$ cat src/ehlt_pkg.sv
package ehlt_pkg;

  ////////////////////////////////////////////////////////////////////////////
  // structure
  localparam int         LINKS       = 3;
  localparam int         FIFO_DEPTH  = 128;
  localparam int         PTR_W       = 7;
  localparam logic [7:0] FIFO_FULL   = 8'h80;

  ////////////////////////////////////////////////////////////////////////////
  // register indices, byte address is four times the index
  localparam logic [9:0] IDX_LINK_SELECT = 10'h00A;
  localparam logic [9:0] IDX_LINK1_POS   = 10'h028;
  localparam logic [9:0] IDX_LINK1_MASK  = 10'h029;
  localparam logic [9:0] IDX_LINK2_POS   = 10'h02A;
  localparam logic [9:0] IDX_LINK2_MASK  = 10'h02B;
  localparam logic [9:0] IDX_LINK3_POS   = 10'h02C;
  localparam logic [9:0] IDX_LINK3_MASK  = 10'h02D;
  localparam logic [9:0] IDX_TX_CONTROL  = 10'h050;
  localparam logic [9:0] IDX_TX_UPPER    = 10'h051;
  localparam logic [9:0] IDX_TX_LOWER    = 10'h052;
  localparam logic [9:0] IDX_TX_IRQ_EN   = 10'h053;
  localparam logic [9:0] IDX_TX_STATUS   = 10'h054;
  localparam logic [9:0] IDX_TX_DATA     = 10'h055;
  localparam logic [9:0] IDX_TX_FILL     = 10'h056;

  ////////////////////////////////////////////////////////////////////////////
  // field positions
  localparam int SEL_PATH_BIT   = 3;
  localparam int SEL_LINK_LSB   = 4;
  localparam int CTL_ENABLE_BIT = 0;
  localparam int CTL_FCS_BIT    = 1;
  localparam int CTL_EOM_BIT    = 3;
  localparam int CTL_CLEAR_BIT  = 6;
  localparam int POS_EVEN_BIT   = 7;
  localparam int POS_ODD_BIT    = 6;
  localparam int POS_S16_BIT    = 5;
  localparam int EV_FULL_BIT    = 3;
  localparam int EV_OVR_BIT     = 2;
  localparam int EV_UDR_BIT     = 1;
  localparam int EV_LOW_BIT     = 0;

  ////////////////////////////////////////////////////////////////////////////
  // reset values
  localparam logic [7:0] SEL_RESET   = 8'h00;
  localparam logic [7:0] CTL_RESET   = 8'h00;
  localparam logic [7:0] CTL_STORED  = 8'h43;
  localparam logic [7:0] POS_RESET   = 8'h00;
  localparam logic [7:0] MASK_RESET  = 8'h00;
  localparam logic [3:0] IEN_RESET   = 4'h0;
  localparam logic [6:0] UPPER_RESET = 7'h40;
  localparam logic [6:0] LOWER_RESET = 7'h08;

  ////////////////////////////////////////////////////////////////////////////
  // line coding
  localparam logic [15:0] FLAG_WORD  = 16'h007E;
  localparam logic [15:0] ABORT_WORD = 16'h00FF;
  localparam logic [15:0] CRC_INIT   = 16'hFFFF;
  localparam logic [15:0] CRC_POLY   = 16'h8408;
  localparam logic [4:0]  BYTE_BITS  = 5'h08;
  localparam logic [4:0]  FCS_BITS   = 5'h10;
  localparam logic [2:0]  STUFF_RUN  = 3'h5;
  localparam logic [4:0]  SLOT16     = 5'h10;

  typedef enum logic [1:0] {ST_FLAG, ST_DATA, ST_FCS, ST_ABORT} ehlt_state_e;

endpackage : ehlt_pkg

$ cat src/ehlt_transmitter.sv
// Chosen here: register access over AHB-Lite.
`timescale 1ns/1ps

module ehlt_transmitter
  import ehlt_pkg::*;
(
  // clock and reset
  input  wire logic        hclk,
  input  wire logic        hresetn,
  // ahb-lite slave
  input  wire logic        hsel,
  input  wire logic [31:0] haddr,
  input  wire logic [1:0]  htrans,
  input  wire logic        hwrite,
  input  wire logic [2:0]  hsize,
  input  wire logic [31:0] hwdata,
  input  wire logic        hready,
  output logic      [31:0] hrdata,
  output logic             hreadyout,
  output logic             hresp,
  // framer transmit slot stream
  input  wire logic        slot_strobe,
  input  wire logic [4:0]  slot_number,
  input  wire logic [2:0]  slot_bit,
  input  wire logic        frame_odd,
  output logic             link_bit_valid,
  output logic             link_bit_data,
  // interrupt
  output logic             irq
);

  ////////////////////////////////////////////////////////////////////////////
  // bus front end

  logic                 accept;
  logic                 wr_pend;
  logic                 rd_pend;
  logic                 map_ok;
  logic [9:0]           acc_idx;
  logic [7:0]           wr_byte;
  logic [7:0]           link_select;
  logic [1:0]           tx_link_selector;
  logic                 path_position_select;
  logic                 link_ok;
  logic [31:0]          rd_value;
  logic [LINKS-1:0]     hit;
  logic [LINKS-1:0]     adv;
  logic [LINKS-1:0]     cur_bit;
  logic [LINKS-1:0][7:0] ctl_all;
  logic [LINKS-1:0][6:0] up_all;
  logic [LINKS-1:0][6:0] lo_all;
  logic [LINKS-1:0][3:0] ien_all;
  logic [LINKS-1:0][3:0] stat_all;
  logic [LINKS-1:0][7:0] pos_all;
  logic [LINKS-1:0][7:0] mask_all;
  logic [LINKS-1:0][7:0] fill_all;

  assign accept               = hsel && htrans[1] && hready;
  assign wr_byte              = hwdata[7:0];
  assign tx_link_selector     = link_select[SEL_LINK_LSB+1:SEL_LINK_LSB];
  assign path_position_select = link_select[SEL_PATH_BIT];
  assign link_ok              = (tx_link_selector != 2'h3);

  // reads take one wait state so a write just before is already visible
  always_ff @(posedge hclk or negedge hresetn) begin
    if (!hresetn) begin
      wr_pend   <= 1'b0;
      rd_pend   <= 1'b0;
      map_ok    <= 1'b0;
      acc_idx   <= 10'h000;
      hreadyout <= 1'b1;
      hresp     <= 1'b0;
    end else begin
      wr_pend   <= accept && hwrite;
      rd_pend   <= accept && !hwrite;
      hreadyout <= !(accept && !hwrite);
      hresp     <= 1'b0;
      if (accept) begin
        acc_idx <= haddr[11:2];
        map_ok  <= (haddr[31:12] == 20'h00000) && (haddr[1:0] == 2'h0);
      end
    end
  end

  always_ff @(posedge hclk or negedge hresetn) begin
    if (!hresetn) begin
      hrdata <= 32'h00000000;
    end else if (rd_pend) begin
      hrdata <= rd_value;
    end
  end

  always_ff @(posedge hclk or negedge hresetn) begin
    if (!hresetn) begin
      link_select <= SEL_RESET;
    end else if (wr_pend && map_ok && acc_idx == IDX_LINK_SELECT) begin
      link_select <= wr_byte;
    end
  end

  // unmapped and write-only locations read as zero
  always_comb begin
    rd_value = 32'h00000000;
    if (map_ok) begin
      case (acc_idx)
        IDX_LINK_SELECT: rd_value[7:0] = link_select;
        IDX_LINK1_POS:   rd_value[7:0] = path_position_select ? pos_all[0] : 8'h00;
        IDX_LINK1_MASK:  rd_value[7:0] = path_position_select ? mask_all[0] : 8'h00;
        IDX_LINK2_POS:   rd_value[7:0] = path_position_select ? pos_all[1] : 8'h00;
        IDX_LINK2_MASK:  rd_value[7:0] = path_position_select ? mask_all[1] : 8'h00;
        IDX_LINK3_POS:   rd_value[7:0] = path_position_select ? pos_all[2] : 8'h00;
        IDX_LINK3_MASK:  rd_value[7:0] = path_position_select ? mask_all[2] : 8'h00;
        IDX_TX_CONTROL:  rd_value[7:0] = link_ok ? ctl_all[tx_link_selector] : 8'h00;
        IDX_TX_UPPER:    rd_value[6:0] = link_ok ? up_all[tx_link_selector] : 7'h00;
        IDX_TX_LOWER:    rd_value[6:0] = link_ok ? lo_all[tx_link_selector] : 7'h00;
        IDX_TX_IRQ_EN:   rd_value[3:0] = link_ok ? ien_all[tx_link_selector] : 4'h0;
        IDX_TX_STATUS:   rd_value[3:0] = link_ok ? stat_all[tx_link_selector] : 4'h0;
        IDX_TX_FILL:     rd_value[7:0] = link_ok ? fill_all[tx_link_selector] : 8'h00;
        default:         rd_value = 32'h00000000;
      endcase
    end
  end

  ////////////////////////////////////////////////////////////////////////////
  // per link: registers, fifo, serializer

  for (genvar l = 0; l < LINKS; l++) begin : g_link
    localparam logic [1:0] MY_SEL   = 2'(l);
    localparam logic [9:0] MY_POS   = 10'(int'(IDX_LINK1_POS) + 2 * l);
    localparam logic [9:0] MY_MASK  = 10'(int'(IDX_LINK1_MASK) + 2 * l);
    localparam logic [2:0] LOWER    = 3'((1 << l) - 1);

    logic [7:0]       ctl;
    logic [6:0]       upth;
    logic [6:0]       loth;
    logic [3:0]       ien;
    logic [3:0]       stat;
    logic [7:0]       pos;
    logic [7:0]       bmask;
    logic [7:0]       mem [FIFO_DEPTH];
    logic             tag [FIFO_DEPTH];
    logic [PTR_W-1:0] wr_ptr;
    logic [PTR_W-1:0] rd_ptr;
    logic [7:0]       count;
    logic [7:0]       pkt_cnt;
    ehlt_state_e      st;
    logic [15:0]      sh;
    logic [4:0]       bitcnt;
    logic [2:0]       ones;
    logic [15:0]      crc;
    logic             last;
    logic             sel_me;
    logic             w_reg;
    logic             w_ctl;
    logic             en;
    logic             clear;
    logic             push;
    logic             eom_mark;
    logic             stuff;
    logic             bit_last;
    logic             start_ok;
    logic             pop;
    logic             underrun;
    logic             crc_fb;
    logic [15:0]      crc_next;
    logic [4:0]       limit;
    logic [7:0]       head;
    logic             tag_head;
    logic             slot16_mode;
    logic [3:0]       ev;

    assign sel_me   = link_ok && (tx_link_selector == MY_SEL);
    assign w_reg    = wr_pend && map_ok && sel_me;
    assign w_ctl    = w_reg && acc_idx == IDX_TX_CONTROL;
    assign en       = ctl[CTL_ENABLE_BIT];
    assign clear    = ctl[CTL_CLEAR_BIT];
    assign head     = mem[rd_ptr];
    assign tag_head = tag[rd_ptr];

    // registers of this link
    always_ff @(posedge hclk or negedge hresetn) begin
      if (!hresetn) begin
        ctl   <= CTL_RESET;
        upth  <= UPPER_RESET;
        loth  <= LOWER_RESET;
        ien   <= IEN_RESET;
        pos   <= POS_RESET;
        bmask <= MASK_RESET;
      end else begin
        if (w_ctl) ctl <= wr_byte & CTL_STORED;
        if (w_reg && acc_idx == IDX_TX_UPPER) upth <= wr_byte[6:0];
        if (w_reg && acc_idx == IDX_TX_LOWER) loth <= wr_byte[6:0];
        if (w_reg && acc_idx == IDX_TX_IRQ_EN) ien <= wr_byte[3:0];
        // receive-side position writes belong to another block
        if (wr_pend && map_ok && path_position_select && acc_idx == MY_POS) begin
          pos <= wr_byte;
        end
        if (wr_pend && map_ok && path_position_select && acc_idx == MY_MASK) begin
          bmask <= wr_byte;
        end
      end
    end

    // sticky events, set beats the write-one clear
    assign ev[EV_FULL_BIT] = (count == FIFO_FULL);
    assign ev[EV_OVR_BIT]  = w_reg && acc_idx == IDX_TX_DATA && count == FIFO_FULL;
    assign ev[EV_UDR_BIT]  = underrun;
    assign ev[EV_LOW_BIT]  = en && (count < {1'b0, loth});

    always_ff @(posedge hclk or negedge hresetn) begin
      if (!hresetn) begin
        stat <= 4'h0;
      end else if (w_reg && acc_idx == IDX_TX_STATUS) begin
        stat <= (stat & ~wr_byte[3:0]) | ev;
      end else begin
        stat <= stat | ev;
      end
    end

    // fifo
    assign push     = w_reg && acc_idx == IDX_TX_DATA && count != FIFO_FULL && !clear;
    assign eom_mark = w_ctl && wr_byte[CTL_EOM_BIT] && !wr_byte[CTL_CLEAR_BIT] && count != 8'h00
                      && !tag[PTR_W'(wr_ptr - 7'h01)];

    always_ff @(posedge hclk) begin
      if (push) begin
        mem[wr_ptr] <= wr_byte;
        tag[wr_ptr] <= 1'b0;
      end
      if (eom_mark) tag[PTR_W'(wr_ptr - 7'h01)] <= 1'b1;
    end

    always_ff @(posedge hclk or negedge hresetn) begin
      if (!hresetn) begin
        wr_ptr  <= 7'h00;
        rd_ptr  <= 7'h00;
        count   <= 8'h00;
        pkt_cnt <= 8'h00;
      end else if (clear) begin
        wr_ptr  <= 7'h00;
        rd_ptr  <= 7'h00;
        count   <= 8'h00;
        pkt_cnt <= 8'h00;
      end else begin
        if (push) wr_ptr <= wr_ptr + 7'h01;
        if (pop) rd_ptr <= rd_ptr + 7'h01;
        case ({push, pop})
          2'b10:   count <= count + 8'h01;
          2'b01:   count <= count - 8'h01;
          default: count <= count;
        endcase
        case ({eom_mark, pop && tag_head})
          2'b10:   pkt_cnt <= pkt_cnt + 8'h01;
          2'b01:   pkt_cnt <= pkt_cnt - 8'h01;
          default: pkt_cnt <= pkt_cnt;
        endcase
      end
    end

    // slot position match
    assign slot16_mode = pos[POS_S16_BIT] && !pos[POS_EVEN_BIT] && !pos[POS_ODD_BIT];
    // continuous form: each link drives only its own bit of the shared vector
    assign hit[l] = slot16_mode ? (slot_number == SLOT16)
                    : ((frame_odd ? pos[POS_ODD_BIT] : pos[POS_EVEN_BIT])
                       && slot_number == pos[4:0] && bmask[slot_bit]);
    // lower link number wins an overlapping slot
    assign adv[l] = slot_strobe && hit[l] && ((hit & LOWER) == 3'h0);

    // serializer
    always_comb begin
      crc_fb   = crc[0] ^ sh[0];
      crc_next = (crc >> 1) ^ (crc_fb ? CRC_POLY : 16'h0000);
    end
    assign limit    = (st == ST_FCS) ? FCS_BITS : BYTE_BITS;
    assign stuff    = (ones == STUFF_RUN);
    assign bit_last = adv[l] && en && !clear && !stuff && bitcnt == (limit - 5'h01);
    assign start_ok = count != 8'h00 && (pkt_cnt != 8'h00 || count >= {1'b0, upth});
    assign pop      = bit_last && ((st == ST_FLAG && start_ok)
                      || (st == ST_DATA && !last && count != 8'h00));
    assign underrun = bit_last && st == ST_DATA && !last && count == 8'h00;
    assign cur_bit[l] = (!en || clear) ? 1'b1 : (stuff ? 1'b0 : sh[0]);

    always_ff @(posedge hclk or negedge hresetn) begin
      if (!hresetn) begin
        st     <= ST_FLAG;
        sh     <= FLAG_WORD;
        bitcnt <= 5'h00;
        ones   <= 3'h0;
        crc    <= CRC_INIT;
        last   <= 1'b0;
      end else if (!en || clear) begin
        st     <= ST_FLAG;
        sh     <= FLAG_WORD;
        bitcnt <= 5'h00;
        ones   <= 3'h0;
      end else if (adv[l]) begin
        if (stuff) begin
          ones <= 3'h0;
        end else begin
          sh     <= sh >> 1;
          bitcnt <= bitcnt + 5'h01;
          if (st == ST_DATA || st == ST_FCS) ones <= sh[0] ? ones + 3'h1 : 3'h0;
          else ones <= 3'h0;
          if (st == ST_DATA) crc <= crc_next;
          if (bit_last) begin
            bitcnt <= 5'h00;
            case (st)
              ST_FLAG: begin
                if (start_ok) begin
                  st   <= ST_DATA;
                  sh   <= {8'h00, head};
                  last <= tag_head;
                  crc  <= CRC_INIT;
                end else begin
                  sh <= FLAG_WORD;
                end
              end
              ST_DATA: begin
                if (last && ctl[CTL_FCS_BIT]) begin
                  st <= ST_FCS;
                  sh <= ~crc_next;
                end else if (last) begin
                  st <= ST_FLAG;
                  sh <= FLAG_WORD;
                end else if (count != 8'h00) begin
                  sh   <= {8'h00, head};
                  last <= tag_head;
                end else begin
                  st <= ST_ABORT;
                  sh <= ABORT_WORD;
                end
              end
              default: begin
                st <= ST_FLAG;
                sh <= FLAG_WORD;
              end
            endcase
          end
        end
      end
    end

    assign ctl_all[l]  = ctl;
    assign up_all[l]   = upth;
    assign lo_all[l]   = loth;
    assign ien_all[l]  = ien;
    assign stat_all[l] = stat;
    assign pos_all[l]  = pos;
    assign mask_all[l] = bmask;
    assign fill_all[l] = count;
  end

  ////////////////////////////////////////////////////////////////////////////
  // stream output and interrupt

  always_ff @(posedge hclk or negedge hresetn) begin
    if (!hresetn) begin
      link_bit_valid <= 1'b0;
      link_bit_data  <= 1'b1;
    end else begin
      link_bit_valid <= |adv;
      link_bit_data  <= (|adv) ? |(adv & cur_bit) : 1'b1;
    end
  end

  // polled use simply leaves all enables at zero
  always_ff @(posedge hclk or negedge hresetn) begin
    if (!hresetn) begin
      irq <= 1'b0;
    end else begin
      irq <= |({stat_all[2], stat_all[1], stat_all[0]}
               & {ien_all[2], ien_all[1], ien_all[0]});
    end
  end

endmodule : ehlt_transmitter

$ cat config.mk
export PLATFORM = sky130hd
export DESIGN_NAME = ehlt_transmitter
export DESIGN_NICKNAME = d
export VERILOG_FILES = /design/src/ehlt_pkg.sv /design/src/ehlt_transmitter.sv
export SDC_FILE = /design/constraint.sdc
export NUM_CORES = 2
export LEC_CHECK = 0
export BUFFER_PORTS_ARGS = -buffer_cell sky130_fd_sc_hd__clkbuf_2
export CORE_MARGIN = 2
export CORE_UTILIZATION = 40
export DETAILED_ROUTE_END_ITERATION = 7
export PLACE_DENSITY = 0.65
export SYNTH_ARGS = -nofsm -noshare
export SYNTH_HDL_FRONTEND = slang
export SYNTH_SLANG_ARGS = --single-unit
export TNS_END_PERCENT = 30
$ cat constraint.sdc
create_clock -name hclk -period 9.49 [get_ports hclk]
set_clock_uncertainty 0.05 [all_clocks]
set_input_delay 1.4235 -clock hclk [delete_from_list [all_inputs] [get_ports hclk]]
set_output_delay 1.4235 -clock hclk [all_outputs]
set_load 0.005 [all_outputs]
==> impl_metrics.py <==
metrics = {
    "status": {
        "status": "finished clean",
    },
    "place": {
        "dpl.hpwl_mm": 234.3,
        "place_inst": 13840,
        "io_buffers": 67,
        "place_congestion": 0.8639,
    },
    "cts": {
        "htreeDepth": 5,
        "cts_hold_buf": 0,
        "numCtsBuffers": 390,
        "clk_latency_ns": 0.96,
        "cts.sinks": 3831,
        "post_cts_buffers": 0,
        "cts_tree": "yes",
        "cts_root_buffer": "clkbuf_16",
        "ctsResizeCount": 0,
        "path_clk_slew_ns": 0.06,
        "clockBufferDepth": 4,
    },
    "worst_setup_path": {
        "cp_num_buf_inv": 3,
        "cp_max_fo": 72,
        "worstSetupStartpointType": "flop",
        "crit_arrival_ns": 8.67,
        "cp_cell_sequence": "buf_4, inv_1, ha_2, mux2i_1, mux4_2, o21ai_0, nand4_1, o221a_2, o21ai_2, clkinv_2, a211oi_1, ha_1, a41o_1, nor2b_1, nor4_4, o221ai_1, nor4bb_1, a311o_1",
        "criticalPathCategory": "reg -> reg",
        "crit_slowest_cell": "ha_2",
        "path_delay_family": "compound AO/OA/AOI/OAI gates",
        "end_kind": "flop",
        "required_ns": 10.33,
        "critPathMaxStageDelay_ns": 1.20,
    },
    "logic_synthesis": {
        "netlist_area_um2": 161800,
        "avgSynthCellArea_um2": 18.46,
        "synth_commonest_cells": "edfxtp_1 (3456), mux4_2 (1215), nor2_1 (977)",
        "ys_types": 104,
        "synth_edf_count": 3456,
        "yosys_warnings": 0,
        "async_flop_share_pct": 9.789,
        "synth_top_area_share_pct": 64.16,
        "synth_area_leaders": "edfxtp_1 (64%), mux4_2 (17%), dfrtp_1 (4.7%)",
        "yosysMostFrequentCell": "edfxtp_1",
        "synth_flop_cell": "edfxtp_1",
        "synth-seq-cells": 3831,
        "yosysTopAreaCell": "edfxtp_1",
        "ys_seq_area_share_pct": 70.02,
        "synthCells": 8764,
    },
    "floorplan": {
        "pin_count": 121,
        "die_height_um": 639.9,
        "num_rows": 233,
        "die-area_um2": 409500,
        "fp.dieW_um": 639.9,
        "coreArea_um2": 402600,
        "start_util_pct": 40.18,
    },
    "power": {
        "p_leak_uw": 0.05490,
        "p_per_area_nw_per_um2": 188.8,
        "peakVddDrop_mv": 0.1487,
    },
    "sta": {
        "fmax_ghz": 0.1277,
        "rsz0062_at_grt": "no",
        "slew_headroom_pct": 1.443,
        "hold_viol": 0,
        "fin_crit_ns": 7.833,
        "fin_crit_sh_pct": 82.54,
        "finalMaxSlewViolations": 0,
        "setup_viol": 0,
        "worstMarginPinSlew_ns": 1.478,
        "final.setup.tns_ns": 0,
    },
    "routing": {
        "routed_wl_mm": 387.1,
        "via_per_inst": 5.758,
        "vias": 83880,
        "drtIter0Drc": 9281,
        "dr.pass1.iters": 7,
        "wl_per_cell_um": 26.58,
        "ant_nets": 0,
        "drc_errors": 0,
    },
    "min_path": {
        "hp-class": "in -> async",
    },
    "global_routing": {
        "grt_overflow": 0,
        "grt_pass1_vias": 85890,
        "antenna_found_initial": 7,
        "grt_pass1_wl_mm": 573.9,
        "grtUsageTotal_pct": 18.60,
        "grt_max_degree": 196,
    },
    "layout": {
        "final_layout_size_suffix_gt1_share_pct": 24.96,
        "finalNetCount": 9000,
        "area_growth_pct": 11.67,
        "finalNonFillerCells": 14570,
    },
    "run": {
        "drv_cap": 0,
    },
}
[report_power, final]
group	internal [uW]	total [uW]	switching, uW
clock network	8660	15200	6570
logic	79.8	447	368
registers	18400	18400	26.6
[cells by family (layout without fill, tap and decap cells)]
kind of cell	count (synthesis)	count (layout)	share of synthesized area [%]
buf+inv	639	993	1.703
xor+xnor	125	125	0.6815
simple gates	1959	1959	5.453
mux	1497	1497	18.78
fa+ha+maj	93	93	0.7240
compound gates	619	619	2.642
flops	3831	3831	70.02
other cells	1	44	0.002318
[metrics by stage]
step | total power, uW | worst slack, ns | utilization, % | hold WS, ns | cell area (um^2)
after floorplan | 18880 | 1.893 | - | 0.3901 | 161800
after global placement | 19190 | 1.712 | 41.70 | 0.4216 | 167900
after detailed placement | 19220 | 1.717 | 41.70 | 0.4136 | 167900
after CTS | 34360 | 1.716 | 44.85 | 0.4159 | 180600
after global routing | 35060 | 1.109 | 44.87 | 0.4345 | 180600
final | 34100 | 1.657 | 44.87 | 0.4028 | 180600
[cells in the final DEF (no fill, tap or decap), types with 74 or more instances in the layout]
cell type / Yosys / final
a21oi_1: 120 / 120
buf_4: 37 / 99
clkbuf_1: 301 / 74
clkbuf_16: 0 / 393
clkinv_1: 2 / 85
dfrtp_1: 301 / 284
dfstp_2: 74 / 74
edfxtp_1: 3456 / 3456
ha_1: 92 / 91
inv_1: 96 / 95
mux2_2: 152 / 152
mux2i_1: 130 / 130
mux4_2: 1215 / 1215
nand2_1: 360 / 353
nand3_1: 154 / 153
nor2_1: 977 / 977
nor3_1: 96 / 95
o21ai_0: 125 / 125
[flip-flops by register name, summed over array words and instances, names as in the netlist, 9 cells and up]
signal / count
g_link.tag: 384
g_link.wr_ptr: 21
g_link.ones: 9
g_link.mem: 3072
g_link.rd_ptr: 21
g_link.pos: 24
g_link.stat: 12
g_link.bitcnt: 15
acc_idx: 10
g_link.ctl: 9
g_link.count: 24
g_link.crc: 48
g_link.bmask: 24
g_link.loth: 21
g_link.ien: 12
g_link.pkt_cnt: 24
g_link.upth: 21
g_link.sh: 48
[area by class of cell]
type | count | area (um^2)
Antenna cell | 19 | 47.55
Timing Repair Buffer | 183 | 1509
Fill cell | 33800 | 222000
Inverter | 99 | 372.9
Multi-Input combinational cell | 4318 | 45930
Clock buffer | 480 | 10290
Sequential cell | 3831 | 113300
Tap cell | 5405 | 6763
Clock inverter | 231 | 2416
[metal layers]
layer	vias up	GRT usage [%]	part of all wire [%]	wire length, um
met5	-	0	0	0
met1	44550	24.65	40	153100
li1	35500	-	-	-
met2	3154	31.59	50	195400
met4	0	6.150	3.5	13470
met3	675	2.670	6.5	25130
[final timing paths]
| path | slack (ns) | startpoint | cells after the start | endpoint |
|---|---|---|---|---|
| worst max-delay path | 1.66 | g_link[2].wr_ptr[0]$_DFFE_PN0P_ | 18 | g_link[2].pkt_cnt[7]$_DFFE_PN0P_ |
| worst min-delay path | 0.40 | hresetn | 1 | g_link[2].wr_ptr[6]$_DFFE_PN0P_ |
| worst max register to register | 1.66 | g_link[2].wr_ptr[0]$_DFFE_PN0P_ | 18 | g_link[2].pkt_cnt[7]$_DFFE_PN0P_ |
| worst min register to register | 0.43 | g_link[0].sh[11]$_DFFE_PN0P_ | 2 | g_link[0].sh[10]$_DFFE_PN0P_ |
| max in group asynchronous | 7.25 | hresetn | 2 | g_link[0].rd_ptr[3]$_DFFE_PN0P_ |
| min in group hclk | 0.43 | g_link[0].sh[11]$_DFFE_PN0P_ | 2 | g_link[0].sh[10]$_DFFE_PN0P_ |
No activity file was read; power rests on OpenSTA's default activity.
